**config.mk**
```make
export PLATFORM = sky130hd
export DESIGN_NAME = pwa_dev_flat
export DESIGN_NICKNAME = d
export VERILOG_FILES = /design/src/hdl/pwa_pkg.sv /design/src/hdl/pwa_if.sv /design/src/hdl/pwa_dev.sv /design/src/flat_wrapper.sv
export SDC_FILE = /design/constraint.sdc
export NUM_CORES = 1
export LEC_CHECK = 0
export BUFFER_PORTS_ARGS = -buffer_cell sky130_fd_sc_hd__buf_4
export CAP_MARGIN = 20
export CORE_ASPECT_RATIO = 2
export CORE_MARGIN = 10
export CORE_UTILIZATION = 55
export CTS_BUF_LIST = sky130_fd_sc_hd__clkbuf_4 sky130_fd_sc_hd__clkbuf_8
export CTS_CLUSTER_SIZE = 16
export DETAILED_ROUTE_END_ITERATION = 8
export GPL_ROUTABILITY_DRIVEN = 1
export PLACE_DENSITY = 0.84
export SETUP_SLACK_MARGIN = 0.1
export SLEW_MARGIN = 30
export SYNTH_ARGS = -nofsm -noshare
export SYNTH_HDL_FRONTEND = slang
export SYNTH_SLANG_ARGS = --single-unit
export TNS_END_PERCENT = 50
```
**constraint.sdc**
```tcl
create_clock -name aclk -period 3.89 [get_ports aclk]
set_input_delay 0.778 -clock aclk [delete_from_list [all_inputs] [get_ports aclk]]
set_output_delay 0.778 -clock aclk [all_outputs]
set_load 0.005 [all_outputs]
```
**src/hdl/pwa_pkg.sv**
```systemverilog
// constants shared by the window register bank and its controller
// assumes one 100 MHz clock and a synchronous active-low reset
package pwa_pkg;
    // ==========================================================
    // device register map (byte offsets on the register port)
    localparam int          REG_AW          = 9;
    localparam logic [8:0]  OFS_UPPER_CH1   = 9'h094;
    localparam logic [8:0]  OFS_UPPER_CH2   = 9'h0B4;
    localparam logic [8:0]  OFS_CSR_MASK    = 9'h0F8;
    localparam logic [8:0]  OFS_CSR_OFFSET  = 9'h0FC;
    localparam logic [8:0]  OFS_SDRAM_MASK  = 9'h100;
    localparam logic [8:0]  OFS_SDRAM_OFFS  = 9'h104;
    localparam logic [8:0]  OFS_CSR_BAR     = 9'h010;
    localparam logic [8:0]  OFS_SDRAM_BAR   = 9'h018;
    // ==========================================================
    // field layout and reset values
    localparam int          NUM_CH          = 2;
    localparam int          FLD_LO          = 18;
    localparam int          FLD_HI          = 27;
    localparam int          DIS_BIT         = 31;
    localparam logic [31:0] FLD_BITS        = 32'h0FFC0000;
    localparam logic [31:0] SDRAM_MASK_RW   = 32'h8FFC0000;
    localparam logic [31:0] CSR_BAR_FIXED   = 32'hF003FF80;
    localparam logic [31:0] SDRAM_TOP_BITS  = 32'hF0000000;
    localparam logic [31:0] NO_WINDOW       = 32'h8FFC0000;
    localparam logic [31:0] RST_VAL         = 32'h00000000;
    localparam logic [31:0] ZERO32          = 32'h00000000;
    // ==========================================================
    // controller register map (AXI4-Lite byte addresses)
    localparam logic [7:0]  CTL_CMD         = 8'h00;
    localparam logic [7:0]  CTL_WDATA       = 8'h04;
    localparam logic [7:0]  CTL_RDATA       = 8'h08;
    localparam logic [7:0]  CTL_STATUS      = 8'h0C;
    localparam logic [7:0]  CTL_CONTROL     = 8'h10;
    localparam int          CMD_WE_BIT      = 0;
    localparam int          CMD_ADDR_LO     = 8;
    localparam int          INIT_BIT        = 1;
    localparam logic [1:0]  RESP_OKAY       = 2'h0;
    localparam logic [1:0]  RESP_SLVERR     = 2'h2;
    typedef enum logic [1:0] {
        ST_IDLE = 2'b00,
        ST_WAIT = 2'b01
    } pwa_state_e;
endpackage

```
**src/hdl/pwa_if.sv**
```systemverilog
// register port between the window bank and its local controller
// assumes both ends share aclk; ack answers every req next cycle
`timescale 1ns/10ps
interface pwa_if;
    logic        req;
    logic        we;
    logic [8:0]  addr;
    logic [31:0] wdata;
    logic        ack;
    logic [31:0] rdata;
    modport dev (input req, input we, input addr, input wdata, output ack, output rdata);
    modport ctl (output req, output we, output addr, output wdata, input ack, input rdata);
endinterface

```
**src/hdl/pwa_dev.sv**
```systemverilog
// window address register bank: dma upper addresses, csr and sdram
// window masks, offsets, base registers and address translation
// assumes descriptor, done and pci strobes are synchronous one-cycle pulses
`timescale 1ns/10ps
// Overview of operation
// RULE1: each channel keeps 32-bit upper address register
// RULE2: zero upper selects single cycles, else dual
// RULE3: load upper from first descriptor fourth dword
// RULE4: later descriptors keep or reload per control
// RULE5: reset and channel done clear upper register
// RULE6: upper register never increments during transfer
// RULE7: csr mask bits force csr base bits zero
// RULE8: csr mask takes only listed legal encodings (code stores any field value and flags illegal ones in bad_mask)
// RULE9: csr offset bit used where mask clear
// RULE10: sdram mask bits force sdram base bits zero
// RULE11: disable bit zeroes sdram base bits 31:28
// RULE12: no window value 8FFC0000h zeroes whole base
// RULE13: sdram mask takes only listed legal encodings (code stores the field and disable bit of any value and flags illegal ones in bad_mask)
// RULE14: mask and offset written before init complete
// RULE15: sdram offset bit used where mask clear
// RULE16: reserved bits read zero, masked bits pass
module pwa_dev (
    input  wire logic        aclk,
    input  wire logic        aresetn,
    pwa_if.dev               rp,
    input  wire logic [1:0]  desc_fetch,
    input  wire logic [1:0]  desc_reload,
    input  wire logic [31:0] desc_dw4_ch1,
    input  wire logic [31:0] desc_dw4_ch2,
    input  wire logic [1:0]  chan_done,
    input  wire logic        csr_sel,
    input  wire logic        sdram_sel,
    input  wire logic [31:0] pci_addr,
    output logic [31:0]      upper_ch1,
    output logic [31:0]      upper_ch2,
    output logic [1:0]       dual_cycle,
    output logic [31:0]      csr_local_addr,
    output logic             csr_local_valid,
    output logic [31:0]      sdram_local_addr,
    output logic             sdram_local_valid
);
    // ==========================================================
    // storage
    logic [31:0] upper [pwa_pkg::NUM_CH];
    logic [31:0] csr_mask;
    logic [31:0] csr_offs;
    logic [31:0] sdram_mask;
    logic [31:0] sdram_offs;
    logic [31:0] csr_bar;
    logic [31:0] sdram_bar;
    logic [31:0] csr_bar_rw;
    logic [31:0] sdram_bar_rw;
    logic [31:0] desc_dw4 [pwa_pkg::NUM_CH];
    logic [8:0]  ch_ofs [pwa_pkg::NUM_CH];
    logic        wr;
    logic [31:0] next_rdata;

    assign wr          = rp.req && rp.we;
    assign desc_dw4[0] = desc_dw4_ch1;
    assign desc_dw4[1] = desc_dw4_ch2;
    assign ch_ofs[0]   = pwa_pkg::OFS_UPPER_CH1;
    assign ch_ofs[1]   = pwa_pkg::OFS_UPPER_CH2;

    // ==========================================================
    // writable bits of the two base registers
    // recomputed from the live masks, so a later mask hides old bits too
    always_comb begin
        csr_bar_rw   = pwa_pkg::CSR_BAR_FIXED | (~csr_mask & pwa_pkg::FLD_BITS); // [RULE7]
        sdram_bar_rw = ~sdram_mask & pwa_pkg::FLD_BITS; // [RULE10]
        if (!sdram_mask[pwa_pkg::DIS_BIT]) begin
            sdram_bar_rw = sdram_bar_rw | pwa_pkg::SDRAM_TOP_BITS; // [RULE11]
        end
    end

    // ==========================================================
    // dma upper address registers
    // done clear beats a descriptor load in the same cycle; the chain is over
    always_ff @(posedge aclk) begin
        for (int ch = 0; ch < pwa_pkg::NUM_CH; ch++) begin
            if (!aresetn) begin
                upper[ch] <= pwa_pkg::RST_VAL; // [RULE5]
            end else if (chan_done[ch]) begin
                upper[ch] <= pwa_pkg::RST_VAL; // [RULE5]
            end else if (desc_fetch[ch] && desc_reload[ch]) begin
                upper[ch] <= desc_dw4[ch]; // [RULE3] [RULE4]
            end else if (wr && rp.addr == ch_ofs[ch]) begin
                upper[ch] <= rp.wdata; // [RULE1] [RULE3]
            end
            // no increment path exists: 4GB crossings need a new descriptor [RULE6]
        end
    end

    always_ff @(posedge aclk) begin
        if (!aresetn) begin
            upper_ch1  <= pwa_pkg::RST_VAL;
            upper_ch2  <= pwa_pkg::RST_VAL;
            dual_cycle <= 2'h0;
        end else begin
            upper_ch1     <= upper[0]; // [RULE1]
            upper_ch2     <= upper[1]; // [RULE1]
            dual_cycle[0] <= (upper[0] != pwa_pkg::ZERO32); // [RULE2]
            dual_cycle[1] <= (upper[1] != pwa_pkg::ZERO32); // [RULE2]
        end
    end

    // ==========================================================
    // window masks and offsets
    always_ff @(posedge aclk) begin
        if (!aresetn) begin
            csr_mask   <= pwa_pkg::RST_VAL;
            csr_offs   <= pwa_pkg::RST_VAL;
            sdram_mask <= pwa_pkg::RST_VAL;
            sdram_offs <= pwa_pkg::RST_VAL;
        end else if (wr) begin
            case (rp.addr)
                pwa_pkg::OFS_CSR_MASK:   csr_mask   <= rp.wdata & pwa_pkg::FLD_BITS; // [RULE16]
                pwa_pkg::OFS_CSR_OFFSET: csr_offs   <= rp.wdata & pwa_pkg::FLD_BITS; // [RULE16]
                pwa_pkg::OFS_SDRAM_MASK: sdram_mask <= rp.wdata & pwa_pkg::SDRAM_MASK_RW;
                pwa_pkg::OFS_SDRAM_OFFS: sdram_offs <= rp.wdata & pwa_pkg::FLD_BITS; // [RULE16]
                default: begin
                end
            endcase
        end
    end

    // ==========================================================
    // base registers, written by configuration software
    always_ff @(posedge aclk) begin
        if (!aresetn) begin
            csr_bar   <= pwa_pkg::RST_VAL;
            sdram_bar <= pwa_pkg::RST_VAL;
        end else if (wr && rp.addr == pwa_pkg::OFS_CSR_BAR) begin
            csr_bar <= rp.wdata & csr_bar_rw; // [RULE7]
        end else if (wr && rp.addr == pwa_pkg::OFS_SDRAM_BAR) begin
            sdram_bar <= rp.wdata & sdram_bar_rw; // [RULE10] [RULE11]
        end
    end

    // ==========================================================
    // register read path; unmapped offsets read zero
    always_comb begin
        case (rp.addr)
            pwa_pkg::OFS_UPPER_CH1:  next_rdata = upper[0];
            pwa_pkg::OFS_UPPER_CH2:  next_rdata = upper[1];
            pwa_pkg::OFS_CSR_MASK:   next_rdata = csr_mask;
            pwa_pkg::OFS_CSR_OFFSET: next_rdata = csr_offs;
            pwa_pkg::OFS_SDRAM_MASK: next_rdata = sdram_mask;
            pwa_pkg::OFS_SDRAM_OFFS: next_rdata = sdram_offs;
            pwa_pkg::OFS_CSR_BAR:    next_rdata = csr_bar & csr_bar_rw; // [RULE7]
            pwa_pkg::OFS_SDRAM_BAR:  next_rdata = sdram_bar & sdram_bar_rw; // [RULE10] [RULE12]
            default:                 next_rdata = pwa_pkg::ZERO32;
        endcase
    end

    always_ff @(posedge aclk) begin
        if (!aresetn) begin
            rp.ack   <= 1'b0;
            rp.rdata <= pwa_pkg::ZERO32;
        end else begin
            rp.ack <= rp.req;
            if (rp.req) begin
                rp.rdata <= next_rdata;
            end
        end
    end

    // ==========================================================
    // pci-to-local address translation, one cycle of latency
    always_ff @(posedge aclk) begin
        if (!aresetn) begin
            csr_local_addr    <= pwa_pkg::ZERO32;
            csr_local_valid   <= 1'b0;
            sdram_local_addr  <= pwa_pkg::ZERO32;
            sdram_local_valid <= 1'b0;
        end else begin
            csr_local_valid   <= csr_sel;
            sdram_local_valid <= sdram_sel;
            if (csr_sel) begin
                csr_local_addr <= (pci_addr & (csr_mask | ~pwa_pkg::FLD_BITS))
                                | (csr_offs & ~csr_mask); // [RULE9] [RULE16]
            end
            if (sdram_sel) begin
                sdram_local_addr <= (pci_addr & (sdram_mask | ~pwa_pkg::FLD_BITS))
                                  | (sdram_offs & ~sdram_mask & pwa_pkg::FLD_BITS); // [RULE15]
            end
        end
    end
endmodule // pwa_dev

```
**src/flat_wrapper.sv**
```systemverilog
// flat-port wrapper written by rule: the top's interface ports become plain ports
module pwa_dev_flat 
  (aclk, aresetn, desc_fetch, desc_reload, desc_dw4_ch1, desc_dw4_ch2, chan_done, csr_sel, sdram_sel, pci_addr, upper_ch1, upper_ch2, dual_cycle, csr_local_addr, csr_local_valid, sdram_local_addr, sdram_local_valid, rp_req, rp_we, rp_addr, rp_wdata, rp_ack, rp_rdata);
  pwa_if rp_i ();
  input  wire logic aclk;
  input  wire logic aresetn;
  input  wire logic [1:0] desc_fetch;
  input  wire logic [1:0] desc_reload;
  input  wire logic [31:0] desc_dw4_ch1;
  input  wire logic [31:0] desc_dw4_ch2;
  input  wire logic [1:0] chan_done;
  input  wire logic csr_sel;
  input  wire logic sdram_sel;
  input  wire logic [31:0] pci_addr;
  output logic [31:0] upper_ch1;
  output logic [31:0] upper_ch2;
  output logic [1:0] dual_cycle;
  output logic [31:0] csr_local_addr;
  output logic csr_local_valid;
  output logic [31:0] sdram_local_addr;
  output logic sdram_local_valid;
  input wire logic [$bits(rp_i.req)-1:0] rp_req;
  input wire logic [$bits(rp_i.we)-1:0] rp_we;
  input wire logic [$bits(rp_i.addr)-1:0] rp_addr;
  input wire logic [$bits(rp_i.wdata)-1:0] rp_wdata;
  output wire logic [$bits(rp_i.ack)-1:0] rp_ack;
  output wire logic [$bits(rp_i.rdata)-1:0] rp_rdata;
  assign rp_i.req = rp_req;
  assign rp_i.we = rp_we;
  assign rp_i.addr = rp_addr;
  assign rp_i.wdata = rp_wdata;
  assign rp_ack = rp_i.ack;
  assign rp_rdata = rp_i.rdata;
  pwa_dev u_core (.aclk(aclk), .aresetn(aresetn), .rp(rp_i), .desc_fetch(desc_fetch), .desc_reload(desc_reload), .desc_dw4_ch1(desc_dw4_ch1), .desc_dw4_ch2(desc_dw4_ch2), .chan_done(chan_done), .csr_sel(csr_sel), .sdram_sel(sdram_sel), .pci_addr(pci_addr), .upper_ch1(upper_ch1), .upper_ch2(upper_ch2), .dual_cycle(dual_cycle), .csr_local_addr(csr_local_addr), .csr_local_valid(csr_local_valid), .sdram_local_addr(sdram_local_addr), .sdram_local_valid(sdram_local_valid));
endmodule
```
==> metrics.md <==
| Metric | Value |
|---|---|
| Multi-input gate area | `0.005132 mm^2` |
| Antenna-violating nets left | `0` |
| Total negative setup slack | `0 ns` |
| Layout filler cell count | `about 1600` |
| Clock-pin slew on the worst setup and hold paths | `0.07 ns` |
| First-pass GRT wire length | `63330 um` |
| Syn nets | `~1400` |
| Clock power share | `approximately two fifths` |
| Clock insertion delay at the later pin of the skew report | `0.56 ns` |
| Most common cell in the netlist | `dfxtp_1` |
| Tot Pwr | `6.725 mW` |
| Top sig layer | `met4` |
| Maxcap violations | `0` |
| Ys async rst share | `0%` |
| VDD IR max | `~430 uV` |
| RR Startpoint | `u_core.upper[1][14]` |
| Final worst path period need | `roughly 2.5 ns` |
| Chip Height | `232.4 um` |
| Post-synth EDFFs | `64` |
| Outcome | `completed` |
| CTS tree | `built` |
| Internal power | `5.145 mW` |
| Kind of critical path | `input pin to register` |
| Hold path start | `u_core.csr_bar[27]` |
| Core area | `0.02216 mm^2` |
| CP Launch Point | `rp_addr[3]` |
| Fin. max-slew vios | `0` |
| Setup-failing EPs final | `0` |
| Die X | `126.2 um` |
| Synth area leaders | `dfxtp_1 (40%), edfxtp_1 (15%), mux2i_1 (9.6%), a22o_1 (4.5%), nand2_1 (4.2%)` |
| Switching part of the total power | `about a quarter` |
| Initial antenna violation count | `2` |
| Post-synthesis sequential area ratio | `between 50% and 60%` |
| Clock Skew | `0.02643 ns` |
| Avg Synthesized Cell Area | `between 10 and 15 um^2` |
| Most area-hungry cell type in the Yosys netlist | `dfxtp_1` |
| Detailed-route vias per instance | `6.069` |
| Synth top area share | `39.52%` |
| Clock tree root driver cell | `clkbuf_8` |
| DR WL met2 | `21520 um` |
| Worst Max-Slew Pin Slew | `between 0.8 and 0.9 ns` |
| Ports | `314` |
| Final Cycle Share | `65.18%` |
| Area of placed instances | `0.01486 mm^2` |
| Net Switching | `1.580 mW` |
| Routed wire length | `42280 um` |
| Post-DP HPWL | `31320 um` |
| Fin area | `0.01578 mm^2` |
| DRC viols | `0` |
| Routed len/inst | `23.59 um` |
| # H-tree levels | `2` |
| Post-layout util | `a little under three quarters` |
| Ratio of cells with drive above 1 in the final layout | `28.86%` |
| Fmax | `0.3944 GHz` |
| Ys Warns | `0` |
| M1 wire length | `14000 um` |
| Post-synth cell types | `42` |
| Vias in the first global route | `10963` |
| Post-CTS sizing | `0` |
| Initial drt markers | `about 950` |
| Fin. Hold Viols | `0` |
| Die area | `0.02934 mm^2` |
| GRT overflow | `0` |
| Critical path fanouts, max | `32` |
| Clock sinks | `309` |
| DRT Pass-1 Iters | `5` |
| FP Rows | `77` |
| Worst EP required | `between 4 and 5 ns` |
| Comb pwr share | `approximately 8.7%` |
| Arrival time at the worst endpoint | `2.96 ns` |
| FF+latch count, synth | `309` |
| Largest net degree at the start of global routing | `126` |
| Main synth FF type | `dfxtp_1` |
| Via count | `10876` |
| Post-Syn Area | `approximately 0.012 mm^2` |
| Area Overhead vs Synth | `27.18%` |
| Worst Hold Class | `register to register` |
| Met3 WL | `4092 um` |
| Worst-case hold slack | `0.4482 ns` |
| Flop pwr share | `51.5%` |
| Most frequent cells after synthesis | `dfxtp_1 (245), nand2_1 (138), mux2i_1 (119)` |
| CTS max path bufs | `3` |
| LEAKAGE | `6.379 nW` |
| Final net count | `around 1600` |
| Initial Util | `56.00%` |
| Hold_buf cts | `0` |
| Critical Path Start Type | `input pin` |
| Cell count after synthesis | `~1200` |
| Total CTS buffers | `42` |
| Register area | `0.006827 mm^2` |
| RSZ-0062 raised after global routing | `no` |
| Worst Setup End Kind | `register` |
| GRT Util Overall | `27.18%` |
| Postcts setup bufs | `0` |
| # port buffers | `~310` |
| GPL Wtd Cong | `0.9786` |
| Rel. slew slack | `42.86%` |
| PD cells | `426.1 mW/mm^2` |
path summary, 6_finish.rpt:
path,depth (start not counted),to,slack (ns)
worst max-delay path,6,u_core.upper[1][10],1.35
worst min-delay path,2,u_core.csr_bar[27],0.45
worst max register to register,4,u_core.dual_cycle[1],2.11
worst min register to register,2,u_core.csr_bar[27],0.45
layer usage:
layer	global-route usage, %	vias to the layer above
met4	17.30	0
met5	0	-
li1	-	4885
met3	7.606	163
met1	27.46	5110
met2	47.92	718
cell families (layout without fill, tap and decap cells):
group           after synthesis  after routing  synth area share, %
simple gates                415            415                17.35
flops                       309            309                55.01
compound gates              250            250                13.68
mux                         126            126                10.23
buf+inv                     105            414                3.720
other cells                   0              2                    0
cells in the final DEF (no fill, tap or decap), types with 6 or more instances in the layout:
cell type / n
a211oi_1: 54
a21oi_1: 90
a22o_1: 64
and2_1: 67
buf_4: 335
clkbuf_4: 11
clkbuf_8: 54
dfxtp_1: 245
edfxtp_1: 64
mux2_2: 7
mux2i_1: 119
nand2_1: 138
nand2b_1: 16
nand3_1: 12
nand3b_1: 32
nand4_1: 6
nor2_1: 82
nor3_1: 11
nor4_1: 19
o21ai_0: 10
o22ai_1: 10
o31ai_1: 14
or3b_2: 10
critical path, stage by stage:
cell,delay (ns)
buf_4,0.20
or4_4,0.70
or4_4,0.49
nor3b_4,0.18
buf_4,0.37
a22o_1,0.22
registers in the layout, summed over array words and instances (netlist names):
signal and flops:
u_core.upper 64, u_core.csr_local_addr 32, u_core.rp.rdata 32, u_core.sdram_local_addr 32, u_core.upper_ch1 32, u_core.upper_ch2 32, u_core.csr_bar 25, u_core.sdram_bar 14
u_core.sdram_mask 11, u_core.csr_mask 10, u_core.csr_offs 10, u_core.sdram_offs 10, u_core.dual_cycle 2, u_core.csr_local_valid 1, u_core.rp.ack 1, u_core.sdram_local_valid 1
final cells by class:
cell class	count	share of cell area, %
diodes	2	0.03171
clock buffers	65	5.232
clock inverters	7	0.5549
inverters	6	0.1586
multi-input cells	791	32.52
flip-flops and latches	309	43.25
well taps	276	2.188
repair buffers	336	16.06
power by group through the flow:
| stage | Clock [mW] | Combinational (mW) | Sequential, mW |
|---|---|---|---|
| 3_3_place_gp | 0 | 0.566 | 3.53 |
| 2_1_floorplan | 0 | 0.234 | 3.51 |
| 5_1_grt | 2.85 | 0.617 | 3.47 |
| 4_1_cts | 2.69 | 0.578 | 3.46 |
| 3_5_place_dp | 0 | 0.575 | 3.53 |
| 6_report | 2.68 | 0.582 | 3.47 |
metrics by stage:
| step | worst slack (ns) | std cells |
|---|---|---|
| final | 1.354 | 1792 |
| after global routing | 1.135 | 1791 |
| after detailed placement | 0.8317 | 1718 |
| after global placement | 0.8757 | 1718 |
| after floorplan | 0.8821 | 1205 |
| after CTS | 1.393 | 1790 |
Note: power is estimated with default switching activity, not from simulation.
